`config.mk`:
```
export PLATFORM = sky130hd
export DESIGN_NAME = pmt8_timer
export DESIGN_NICKNAME = d
export VERILOG_FILES = /design/src/verilog/pmt8_pkg.sv /design/src/verilog/pmt8_timer.sv
export SDC_FILE = /design/constraint.sdc
export NUM_CORES = 1
export LEC_CHECK = 0
export ABC_CLOCK_PERIOD_IN_PS = 2450
export BUFFER_PORTS_ARGS = -buffer_cell sky130_fd_sc_hd__buf_2
export CAP_MARGIN = 20
export CORE_MARGIN = 8
export CORE_UTILIZATION = 52
export CTS_BUF_LIST = sky130_fd_sc_hd__clkbuf_4 sky130_fd_sc_hd__clkbuf_8
export CTS_CLUSTER_SIZE = 24
export DETAILED_ROUTE_END_ITERATION = 10
export HOLD_SLACK_MARGIN = 0.02
export PLACE_DENSITY = 0.78
export SYNTH_ARGS = -nofsm -noshare
export SYNTH_HDL_FRONTEND = slang
export SYNTH_SLANG_ARGS = --single-unit
```
`constraint.sdc`:
```
create_clock -name i_clk -period 2.45 [get_ports i_clk]
set_clock_uncertainty 0.1 [all_clocks]
set_input_delay 0.49 -clock i_clk [delete_from_list [all_inputs] [get_ports i_clk]]
set_output_delay 0.49 -clock i_clk [all_outputs]
set_load 0.005 [all_outputs]
```
`src/verilog/pmt8_pkg.sv`:
```
package pmt8_pkg;
  // Avalon word addresses (byte address = 4 * index)
  localparam logic [7:0] PMT8_ADDR_FLAGS   = 8'h0c;
  localparam logic [7:0] PMT8_ADDR_ENABLES = 8'h8c;
  localparam logic [7:0] PMT8_ADDR_COUNT   = 8'h11;
  localparam logic [7:0] PMT8_ADDR_CONTROL = 8'h12;
  localparam logic [7:0] PMT8_ADDR_PERIOD  = 8'h92;
  localparam int         PMT8_AW           = 8;

  // Field positions
  localparam int PMT8_MATCH_FLAG_BIT = 1;
  localparam int PMT8_RUN_BIT        = 2;
  localparam int PMT8_PRE_LSB        = 0;
  localparam int PMT8_POST_LSB       = 3;

  // Reset values and masks
  localparam logic [7:0] PMT8_PERIOD_RST  = 8'hff;
  localparam logic [7:0] PMT8_COUNT_RST   = 8'h00;
  localparam logic [6:0] PMT8_CONTROL_RST = 7'h00;
  localparam logic [7:0] PMT8_FLAGS_MASK  = 8'h02;

  // Prescaler terminal counts (divide minus one)
  localparam logic [3:0] PMT8_PRE_DIV1  = 4'h0;
  localparam logic [3:0] PMT8_PRE_DIV4  = 4'h3;
  localparam logic [3:0] PMT8_PRE_DIV16 = 4'hf;
  // Instruction clock is the system clock divided by four
  localparam logic [1:0] PMT8_INSTR_DIV = 2'h3;

  typedef enum logic [1:0] {
    PMT8_BUS_IDLE = 2'b00,
    PMT8_BUS_ACK  = 2'b01
  } pmt8_bus_e;

  typedef struct packed {
    logic [PMT8_AW-1:0] address;
    logic               read;
    logic               write;
    logic [31:0]        writedata;
  } pmt8_avm_req_s;

  typedef struct packed {
    logic [31:0] readdata;
    logic        waitrequest;
  } pmt8_avm_rsp_s;

  typedef struct packed {
    logic [7:0] count;
    logic       period_match;
  } pmt8_tbase_s;
endpackage

```
`src/verilog/pmt8_timer.sv`:
```
`timescale 1ns/10ps
// Operation
// 8-bit counter, prescaler in, postscaler on match
// Input is instruction clock over 1/4/16
// Prescale 00 div1, 01 div4, 1x div16
// Count up, wrap to zero after period match
// Period register read/write, FFh on reset
// Count read/write, cleared by reset
// Postscaler completion sets match flag bit 1
// Postscale ratio is field value plus one
// Run bit clear stops counting
// Scalers cleared on count/control write, reset
// Control write keeps count value
// Pre-postscaler match pulse to serial port
// Count and match offered as PWM base
// Flag sticky until software clears; gated irq
module pmt8_timer
  import pmt8_pkg::*;
(
  // Clock and reset
  input  wire logic                    i_clk,
  input  wire logic                    i_sys_rst,
  // Avalon-MM slave
  input  wire pmt8_pkg::pmt8_avm_req_s i_avm,
  output logic [31:0]                  o_avm_readdata,
  output logic                         o_avm_waitrequest,
  // Peripheral outputs
  output logic                         o_ssp_shift_tick,
  output pmt8_pkg::pmt8_tbase_s        o_pwm_tbase,
  output logic                         o_irq
);
  import pmt8_pkg::*;

  typedef struct packed {
    pmt8_bus_e   bus;
    logic [31:0] rdata;
    logic        waitreq;
    logic [1:0]  instr_cnt;
    logic [3:0]  pre_cnt;
    logic [3:0]  post_cnt;
    logic [7:0]  count;
    logic [7:0]  period;
    logic [6:0]  control;
    logic        match_flag;
    logic        match_irq_en;
    logic        match_pulse;
    logic        irq;
  } pmt8_state_s;

  pmt8_state_s st_reg;
  pmt8_state_s st_next;

  logic       instr_tick;
  logic       pre_tick;
  logic       hit;
  logic [3:0] pre_term;
  logic       wr_acc;
  logic       rd_acc;

  always_comb begin
    st_next = st_reg;
    wr_acc  = (st_reg.bus == PMT8_BUS_IDLE) && i_avm.write;
    rd_acc  = (st_reg.bus == PMT8_BUS_IDLE) && i_avm.read && !i_avm.write;

    // Instruction clock enable: one tick per four system clocks
    instr_tick = (st_reg.instr_cnt == PMT8_INSTR_DIV);
    st_next.instr_cnt = st_reg.instr_cnt + 2'h1;

    case (st_reg.control[PMT8_PRE_LSB+:2])
      2'b00:   pre_term = PMT8_PRE_DIV1;
      2'b01:   pre_term = PMT8_PRE_DIV4;
      default: pre_term = PMT8_PRE_DIV16;
    endcase

    // Run bit gates prescaler, count and postscaler; instr_cnt still toggles when off
    pre_tick = 1'b0;
    hit      = 1'b0;
    st_next.match_pulse = 1'b0;
    if (st_reg.control[PMT8_RUN_BIT] && instr_tick) begin
      if (st_reg.pre_cnt >= pre_term) begin
        st_next.pre_cnt = 4'h0;
        pre_tick = 1'b1;
      end else begin
        st_next.pre_cnt = st_reg.pre_cnt + 4'h1;
      end
    end
    if (pre_tick) begin
      if (st_reg.count == st_reg.period) begin
        st_next.count = 8'h00;
        hit = 1'b1;
      end else begin
        st_next.count = st_reg.count + 8'h01;
      end
    end
    if (hit) begin
      st_next.match_pulse = 1'b1;
      if (st_reg.post_cnt >= st_reg.control[PMT8_POST_LSB+:4]) begin
        st_next.post_cnt = 4'h0;
        st_next.match_flag = 1'b1;
      end else begin
        st_next.post_cnt = st_reg.post_cnt + 4'h1;
      end
    end

    // Bus side: one-cycle registered answer, waitrequest high until then
    st_next.bus    = PMT8_BUS_IDLE;
    st_next.waitreq = 1'b1;
    if (wr_acc || rd_acc) begin
      st_next.bus    = PMT8_BUS_ACK;
      st_next.waitreq = 1'b0;
    end
    if (wr_acc) begin
      case (i_avm.address)
        PMT8_ADDR_FLAGS: begin
          // Set wins over a same-cycle clear
          if (!(hit && st_next.post_cnt == 4'h0))
            st_next.match_flag = i_avm.writedata[PMT8_MATCH_FLAG_BIT];
        end
        PMT8_ADDR_ENABLES: st_next.match_irq_en = i_avm.writedata[PMT8_MATCH_FLAG_BIT];
        PMT8_ADDR_COUNT: begin
          st_next.count    = i_avm.writedata[7:0];
          st_next.pre_cnt  = 4'h0;
          st_next.post_cnt = 4'h0;
        end
        PMT8_ADDR_CONTROL: begin
          st_next.control  = i_avm.writedata[6:0];
          st_next.count    = st_reg.count;
          st_next.pre_cnt  = 4'h0;
          st_next.post_cnt = 4'h0;
        end
        PMT8_ADDR_PERIOD: st_next.period = i_avm.writedata[7:0];
        default: ;
      endcase
    end
    if (rd_acc) begin
      case (i_avm.address)
        PMT8_ADDR_FLAGS:   st_next.rdata = {30'h0000_0000, st_reg.match_flag, 1'b0};
        PMT8_ADDR_ENABLES: st_next.rdata = {30'h0000_0000, st_reg.match_irq_en, 1'b0};
        PMT8_ADDR_COUNT:   st_next.rdata = {24'h00_0000, st_reg.count};
        PMT8_ADDR_CONTROL: st_next.rdata = {25'h000_0000, st_reg.control};
        PMT8_ADDR_PERIOD:  st_next.rdata = {24'h00_0000, st_reg.period};
        default:           st_next.rdata = 32'h0000_0000;
      endcase
    end

    st_next.irq = st_next.match_flag && st_next.match_irq_en;

    if (i_sys_rst) begin
      st_next              = '0;
      st_next.waitreq      = 1'b1;
      st_next.count        = PMT8_COUNT_RST;
      st_next.period       = PMT8_PERIOD_RST;
      st_next.control      = PMT8_CONTROL_RST;
      st_next.pre_cnt      = 4'h0;
      st_next.post_cnt     = 4'h0;
    end
  end

  always_ff @(posedge i_clk) begin
    st_reg <= st_next;
  end

  assign o_avm_readdata    = st_reg.rdata;
  assign o_avm_waitrequest = st_reg.waitreq;
  assign o_ssp_shift_tick  = st_reg.match_pulse;
  assign o_pwm_tbase       = '{count: st_reg.count, period_match: st_reg.match_pulse};
  assign o_irq             = st_reg.irq;
endmodule // pmt8_timer
```
==> impl_metrics.py, run 1 <==
metrics = {
    "worst_setup_path": {
        "crit_slowest_cell": "or4b_1",
        "r2r_cells": 7,
        "path_class": "reg -> reg",
        "r2r_setup_slack_ps": 60,
        "cp_max_fo": 6,
        "cp-end-kind": "flop",
        "crit_chain": "or2_2 -> ha_1 -> o21ai_2 -> a211oi_4 -> nand3_2 -> or4b_1 -> a31oi_1",
        "cp-start-kind": "flop",
        "worst_path_largest_cell_delay_ps": 510,
        "crit_required_ps": 2590,
        "crit_arrival_ps": 2520,
        "r2r-end": "o_pwm_tbase[8]",
        "r2r-start": "st_reg[5]",
    },
    "finish": {
        "area_growth_pct": 7.45,
        "drive_above_1_share_pct": 22.2,
        "layout.nets": 425,
        "final_area_um2": 3120,
        "instances_no_fill": 442,
        "diodes": 0,
        "largest_reg_flops": 28,
    },
    "min_path": {
        "hp-start": "st_reg[35]",
        "holdPathStages": 1,
        "worst_hold_path_type": "reg -> reg",
        "worstHoldEndpoint": "st_reg[35]",
    },
    "power_and_ir_drop": {
        "peakVddDrop_uv": 284,
        "p_sw_uw": 345,
        "power_density_nw_per_um2": 465,
        "seq_power_share_pct": 53.3,
        "pwr-share-clk_pct": 40.2,
        "p_leak_nw": 1.26,
        "power_mw": 1.45,
        "p_int_mw": 1.11,
        "p_comb_share_pct": 6.4,
        "power.share.switching_pct": 23.8,
    },
    "clock_network": {
        "clock_latency_ps": 310,
        "cts-htree-levels": 2,
        "clk_pin_slew_ps": 90,
        "cts_tree": "built",
        "cts_max_path_buffers": 2,
        "numCtsBuffers": 5,
        "cts_num_sinks": 47,
        "postCtsHoldBufs": 0,
        "ctsRootBufferMaster": "clkbuf_8",
    },
    "job": {
        "cap_violations": 0,
    },
    "detailed_routing": {
        "ant_nets": 0,
        "routed_wl_um": 7240,
        "wire_per_inst_um": 16.4,
        "drt_iter0_drc": 199,
        "vias": 2517,
        "dr.pass1.iters": 5,
        "drcViolationCount": 0,
        "avgViaCountPerCell": 5.69,
    },
    "floorplanning": {
        "core-area_um2": 5440,
        "die_w_um": 90.7,
        "dieArea_um2": 8230,
        "rows": 27,
        "io-pin-count": 88,
        "initial_core_util_pct": 53.4,
        "die_h_um": 90.7,
    },
    "timing": {
        "worst_pin_slew_ps": 492,
        "period_share_pct": 97.4,
        "slew_headroom_pct": 66.7,
        "setup_viol": 0,
        "hold_viol_final": 0,
        "rsz0062_at_grt": "true",
        "report.final.slew_viol_count": 0,
        "fin_crit_ps": 2390,
        "max_freq_mhz": 419,
    },
    "global_routing": {
        "grt.total_usage_pct": 17.8,
        "grt_pass1_vias": 2599,
        "grt_max_degree": 26,
        "grt_pass1_wl_um": 12100,
        "overflow": 0,
        "antenna_found_initial": 0,
    },
    "yosys": {
        "synth_cells": 341,
        "synth_warnings": 0,
        "syn_avg_cell_area_um2": 8.52,
        "synth_ff_type": "dfxtp_1",
        "synth_cell_types": 58,
        "synth_edf_count": 0,
        "ys_seq_area_share_pct": 32.4,
        "synth-seq-cells": 47,
        "synth_area_um2": 2900,
        "synthArstFlopShare_pct": 0,
    },
    "placed_design": {
        "placed_area_um2": 2980,
        "dp.cells": 433,
        "hpwl_um": 5330,
        "port-buffer-count": 39,
        "gp_congestion": 0.904,
    },
    "run_status": {
        "status": "complete, no violations",
    },
}
==> cell usage after synthesis (all sizes together) (7+ instances only) <==
cell type | count | area share (%)
a2bb2oi | 7 | 2.1
xnor2 | 9 | 2.7
and2 | 7 | 1.6
a21oi | 22 | 3.9
dfxtp | 47 | 32
nor3 | 13 | 2.8
buf | 48 | 13
o21ai | 9 | 1.6
nand2 | 30 | 4.0
nor2 | 25 | 3.3
inv | 11 | 1.4
a211o | 8 | 2.4
clkbuf | 7 | 0.99
ha | 12 | 5.2
nand3 | 12 | 2.1
and3 | 12 | 2.6
==> how the worst max path moves through the flow <==
stage	start	end	slack, ps	depth (start not counted)
4_1_cts	st_reg[5]	o_pwm_tbase[8]	6	7
3_3_place_gp	st_reg[5]	o_pwm_tbase[8]	80	7
3_5_place_dp	st_reg[5]	o_pwm_tbase[8]	30	7
6_report	st_reg[5]	o_pwm_tbase[8]	60	7
2_1_floorplan	st_reg[4]	o_pwm_tbase[8]	190	7
5_1_grt	st_reg[4]	o_pwm_tbase[8]	-20	7
==> worst max-delay path, delay by kind of cell (launching register included) <==
kind,cells,cell delay [ps]
DFF,1,350
and+or+nand+nor,3,930
adders and majority gates,1,300
AOI/OAI and AO/OA,3,650
==> power groups by stage <==
stage	Sequential [mW]	Clock (mW)	Combinational (mW)
final	0.774	0.584	0.0931
after global routing	0.775	0.622	0.104
after CTS	0.774	0.587	0.0907
after detailed placement	0.792	0	0.0898
after global placement	0.792	0	0.0887
after floorplan	0.791	0	0.0770
==> cells in the final DEF (no fill, tap or decap), types with 6 or more instances in the layout <==
master,n
a211o_1,8
a21oi_1,21
a222oi_1,6
a22oi_1,6
a2bb2oi_1,7
and3_1,11
buf_2,39
buf_4,14
conb_1,24
dfxtp_1,46
ha_1,12
inv_1,11
nand2_1,29
nand3_1,11
nor2_1,24
nor3_1,10
o21ai_0,7
xnor2_1,9
==> through the flow <==
step	utilization (%)	TNS, ps	setup slack (ps)	hold slack, ps
after detailed placement	54.8	0	33.3	311
after global placement	54.8	0	77.1	307
after global routing	57.4	-19.2	-19.2	335
final	57.4	0	64.5	323
after floorplan	-	0	193	299
after CTS	56.8	0	5.84	325
==> metal layers <==
| metal | global-route usage, % | vias up | part of all wire [%] |
|---|---|---|---|
| li1 | - | 1227 | - |
| met1 | 20.1 | 1173 | 41 |
| met2 | 30.6 | 104 | 49 |
| met3 | 4.49 | 13 | 8.4 |
| met4 | 8.46 | 0 | 1.6 |
| met5 | 0 | - | 0 |
==> area by class of cell <==
cell class / instances / area [µm²]
Tap cell: 72 / 90.1
Sequential cell: 47 / 942
Clock buffer: 5 / 68.8
Fill cell: 511 / 2320
Multi-Input combinational cell: 251 / 1630
Timing Repair Buffer: 53 / 300
Clock inverter: 3 / 43.8
Inverter: 11 / 41.3
==> repair_timing <==
item,CTS,global route
buffers inserted,0,1
setup endpoints to repair,0,4
gates resized for setup,0,6
==> kinds of logic after synthesis <==
group           Yosys count  synth area share [%]
compound gates           80                  20.2
xor+xnor                 11                  3.32
fa+ha+maj                12                  5.17
buf+inv                  66                  15.0
flops                    47                  32.4
mux                       3                  1.03
other cells               1                 0.129
simple gates            121                  22.7
Power figures use the tool's default switching activity.
==> run 2, diff against run 1 <==
--- a/config.mk
+++ b/config.mk
@@ -6,15 +6,18 @@
 export NUM_CORES = 1
 export LEC_CHECK = 0
 export ABC_CLOCK_PERIOD_IN_PS = 2450
-export BUFFER_PORTS_ARGS = -buffer_cell sky130_fd_sc_hd__buf_2
+export BUFFER_PORTS_ARGS = -buffer_cell sky130_fd_sc_hd__buf_4
 export CAP_MARGIN = 20
+export CELL_PAD_IN_SITES_DETAIL_PLACEMENT = 1
+export CELL_PAD_IN_SITES_GLOBAL_PLACEMENT = 1
 export CORE_MARGIN = 8
-export CORE_UTILIZATION = 52
+export CORE_UTILIZATION = 39
 export CTS_BUF_LIST = sky130_fd_sc_hd__clkbuf_4 sky130_fd_sc_hd__clkbuf_8
 export CTS_CLUSTER_SIZE = 24
 export DETAILED_ROUTE_END_ITERATION = 10
 export HOLD_SLACK_MARGIN = 0.02
-export PLACE_DENSITY = 0.78
+export PLACE_DENSITY = 0.79
+export REMOVE_ABC_BUFFERS = 1
 export SYNTH_ARGS = -nofsm -noshare
 export SYNTH_HDL_FRONTEND = slang
 export SYNTH_SLANG_ARGS = --single-unit
==> run 2 against run 1 <==
Effect of this change: sequential cell count unchanged; combinational power rose by 11%; sequential share of layout area down 1.4 points; first-iteration DRC count fell by 50%; setup slack got worse by 11 ps; critical endpoint unchanged.
==> impl_metrics.py, run 2 (synthesis results as in run 1) <==
metrics = {
    "run_status": {
        "status": "complete, no violations",
    },
    "global_routing": {
        "grt_pass1_vias": 2575,
        "antenna_found_initial": 0,
        "grt.total_usage_pct": 15.2,
        "grt_max_degree": 41,
        "overflow": 0,
        "grt_pass1_wl_um": 12700,
    },
    "timing": {
        "slew_headroom_pct": 64.9,
        "hold_viol_final": 0,
        "tns_ps": 0,
        "report.final.slew_viol_count": 0,
        "fin_crit_ps": 2400,
        "max_freq_mhz": 417,
        "period_share_pct": 97.8,
        "setup_viol": 0,
        "worst_pin_slew_ps": 520,
    },
    "worst_setup_path": {
        "critPathBufInv": 0,
        "crit_arrival_ps": 2540,
        "worst_path_largest_cell_delay_ps": 510,
        "crit_required_ps": 2590,
        "cp-start-kind": "flop",
        "crit_chain": "or2_2 -> ha_4 -> o21ai_2 -> a211oi_4 -> nand3_2 -> or4b_1 -> a31oi_1",
        "cp-end-kind": "flop",
        "cp_max_fo": 5,
        "path_delay_family": "simple AND/OR/NAND/NOR gates",
        "path_class": "reg -> reg",
        "crit_slowest_cell": "or4b_1",
    },
    "power_and_ir_drop": {
        "peakVddDrop_uv": 167,
        "p_leak_nw": 1.28,
        "power_density_nw_per_um2": 429,
        "p_comb_share_pct": 7.3,
        "p_sw_uw": 339,
        "p_int_mw": 1.07,
        "seq_power_share_pct": 55.0,
        "power.share.switching_pct": 24.1,
        "pwr-share-clk_pct": 37.7,
    },
    "clock_network": {
        "numCtsBuffers": 5,
        "cts_tree": "built",
        "ctsRootBufferMaster": "clkbuf_8",
        "postCtsHoldBufs": 0,
        "clk_pin_slew_ps": 90,
        "clock_latency_ps": 310,
        "cts_num_sinks": 47,
        "cts_max_path_buffers": 2,
        "cts-htree-levels": 2,
    },
    "finish": {
        "instances_no_fill": 472,
        "largest_reg_flops": 28,
        "final_area_um2": 3280,
        "layout.nets": 428,
        "final_util_pct": 45.5,
        "diodes": 0,
        "final_common_cell": "buf_4",
        "drive_above_1_share_pct": 23.1,
        "area_growth_pct": 13.0,
        "mostFrequentLayoutCells": "buf_4 (55), dfxtp_1 (45), nand2_1 (29)",
    },
    "floorplanning": {
        "die_h_um": 102,
        "die_w_um": 102,
        "core-area_um2": 7210,
        "io-pin-count": 88,
        "dieArea_um2": 10500,
        "rows": 31,
        "initial_core_util_pct": 40.3,
    },
    "detailed_routing": {
        "drt_iter0_drc": 99,
        "dr.pass1.iters": 5,
        "routed_wl_um": 7780,
        "wire_per_inst_um": 16.5,
        "avgViaCountPerCell": 5.34,
        "ant_nets": 0,
        "drcViolationCount": 0,
        "vias": 2519,
    },
    "placed_design": {
        "hpwl_um": 6050,
        "port-buffer-count": 39,
        "gp_congestion": 0.788,
        "placed_area_um2": 3120,
        "dp.cells": 462,
    },
    "job": {
        "cap_violations": 0,
    },
    "min_path": {
        "worst_hold_path_type": "in -> reg",
    },
}
[run 2: power groups by stage]
| stage | logic [mW] | clock network (mW) | registers [mW] |
|---|---|---|---|
| 2_1_floorplan | 0.0376 | 0 | 0.792 |
| 3_5_place_dp | 0.101 | 0 | 0.792 |
| 4_1_cts | 0.101 | 0.548 | 0.774 |
| 3_3_place_gp | 0.0992 | 0 | 0.792 |
| 6_report | 0.103 | 0.530 | 0.773 |
| 5_1_grt | 0.114 | 0.573 | 0.774 |
[run 2: what timing repair did]
item,in CTS,in global routing
endpoints found under the setup margin,0,5
endpoints found under the hold margin,0,0
gates resized for setup,0,9
buffers inserted,0,2
[run 2: final cells by class]
class,count,area [µm²]
Multi-Input combinational cell,251,1640
Inverter,11,41.3
Clock buffer,7,96.3
Tap cell,99,124
Timing Repair Buffer,56,424
Fill cell,886,3930
Clock inverter,1,7.51
Sequential cell,47,946
[run 2: path summary, 6_finish.rpt]
kind	startpoint	end	slack (ps)	cells after the start
max	st_reg[4]	o_pwm_tbase[8]	50	7
min	i_avm[33]	st_reg[70]	320	2
max reg2reg	st_reg[4]	o_pwm_tbase[8]	50	7
min reg2reg	st_reg[35]	st_reg[35]	330	1
[run 2: stage by stage]
step                      power (mW)  hold slack [ps]  setup WS, ps
final                           1.41              316          53.2
after global routing            1.46              323         -23.3
after detailed placement       0.893              319          59.0
after CTS                       1.42              315          40.7
after global placement         0.891              308           109
after floorplan                0.829              295          18.6
[run 2: metal layers]
metal / up-vias / part of all wire (%) / track usage [%]
li1: 1232 / - / -
met5: - / 0 / 0
met4: 0 / 1.3 / 4.74
met3: 9 / 4.9 / 3.54
met2: 45 / 51 / 26.9
met1: 1233 / 43 / 17.7
[run 2: worst reg2reg max path: stages (launching register included)]
cell and delay [ps]:
dfxtp_2 340, or2_2 340, ha_4 280, o21ai_2 80, a211oi_4 400, nand3_2 120
or4b_1 510, a31oi_1 160
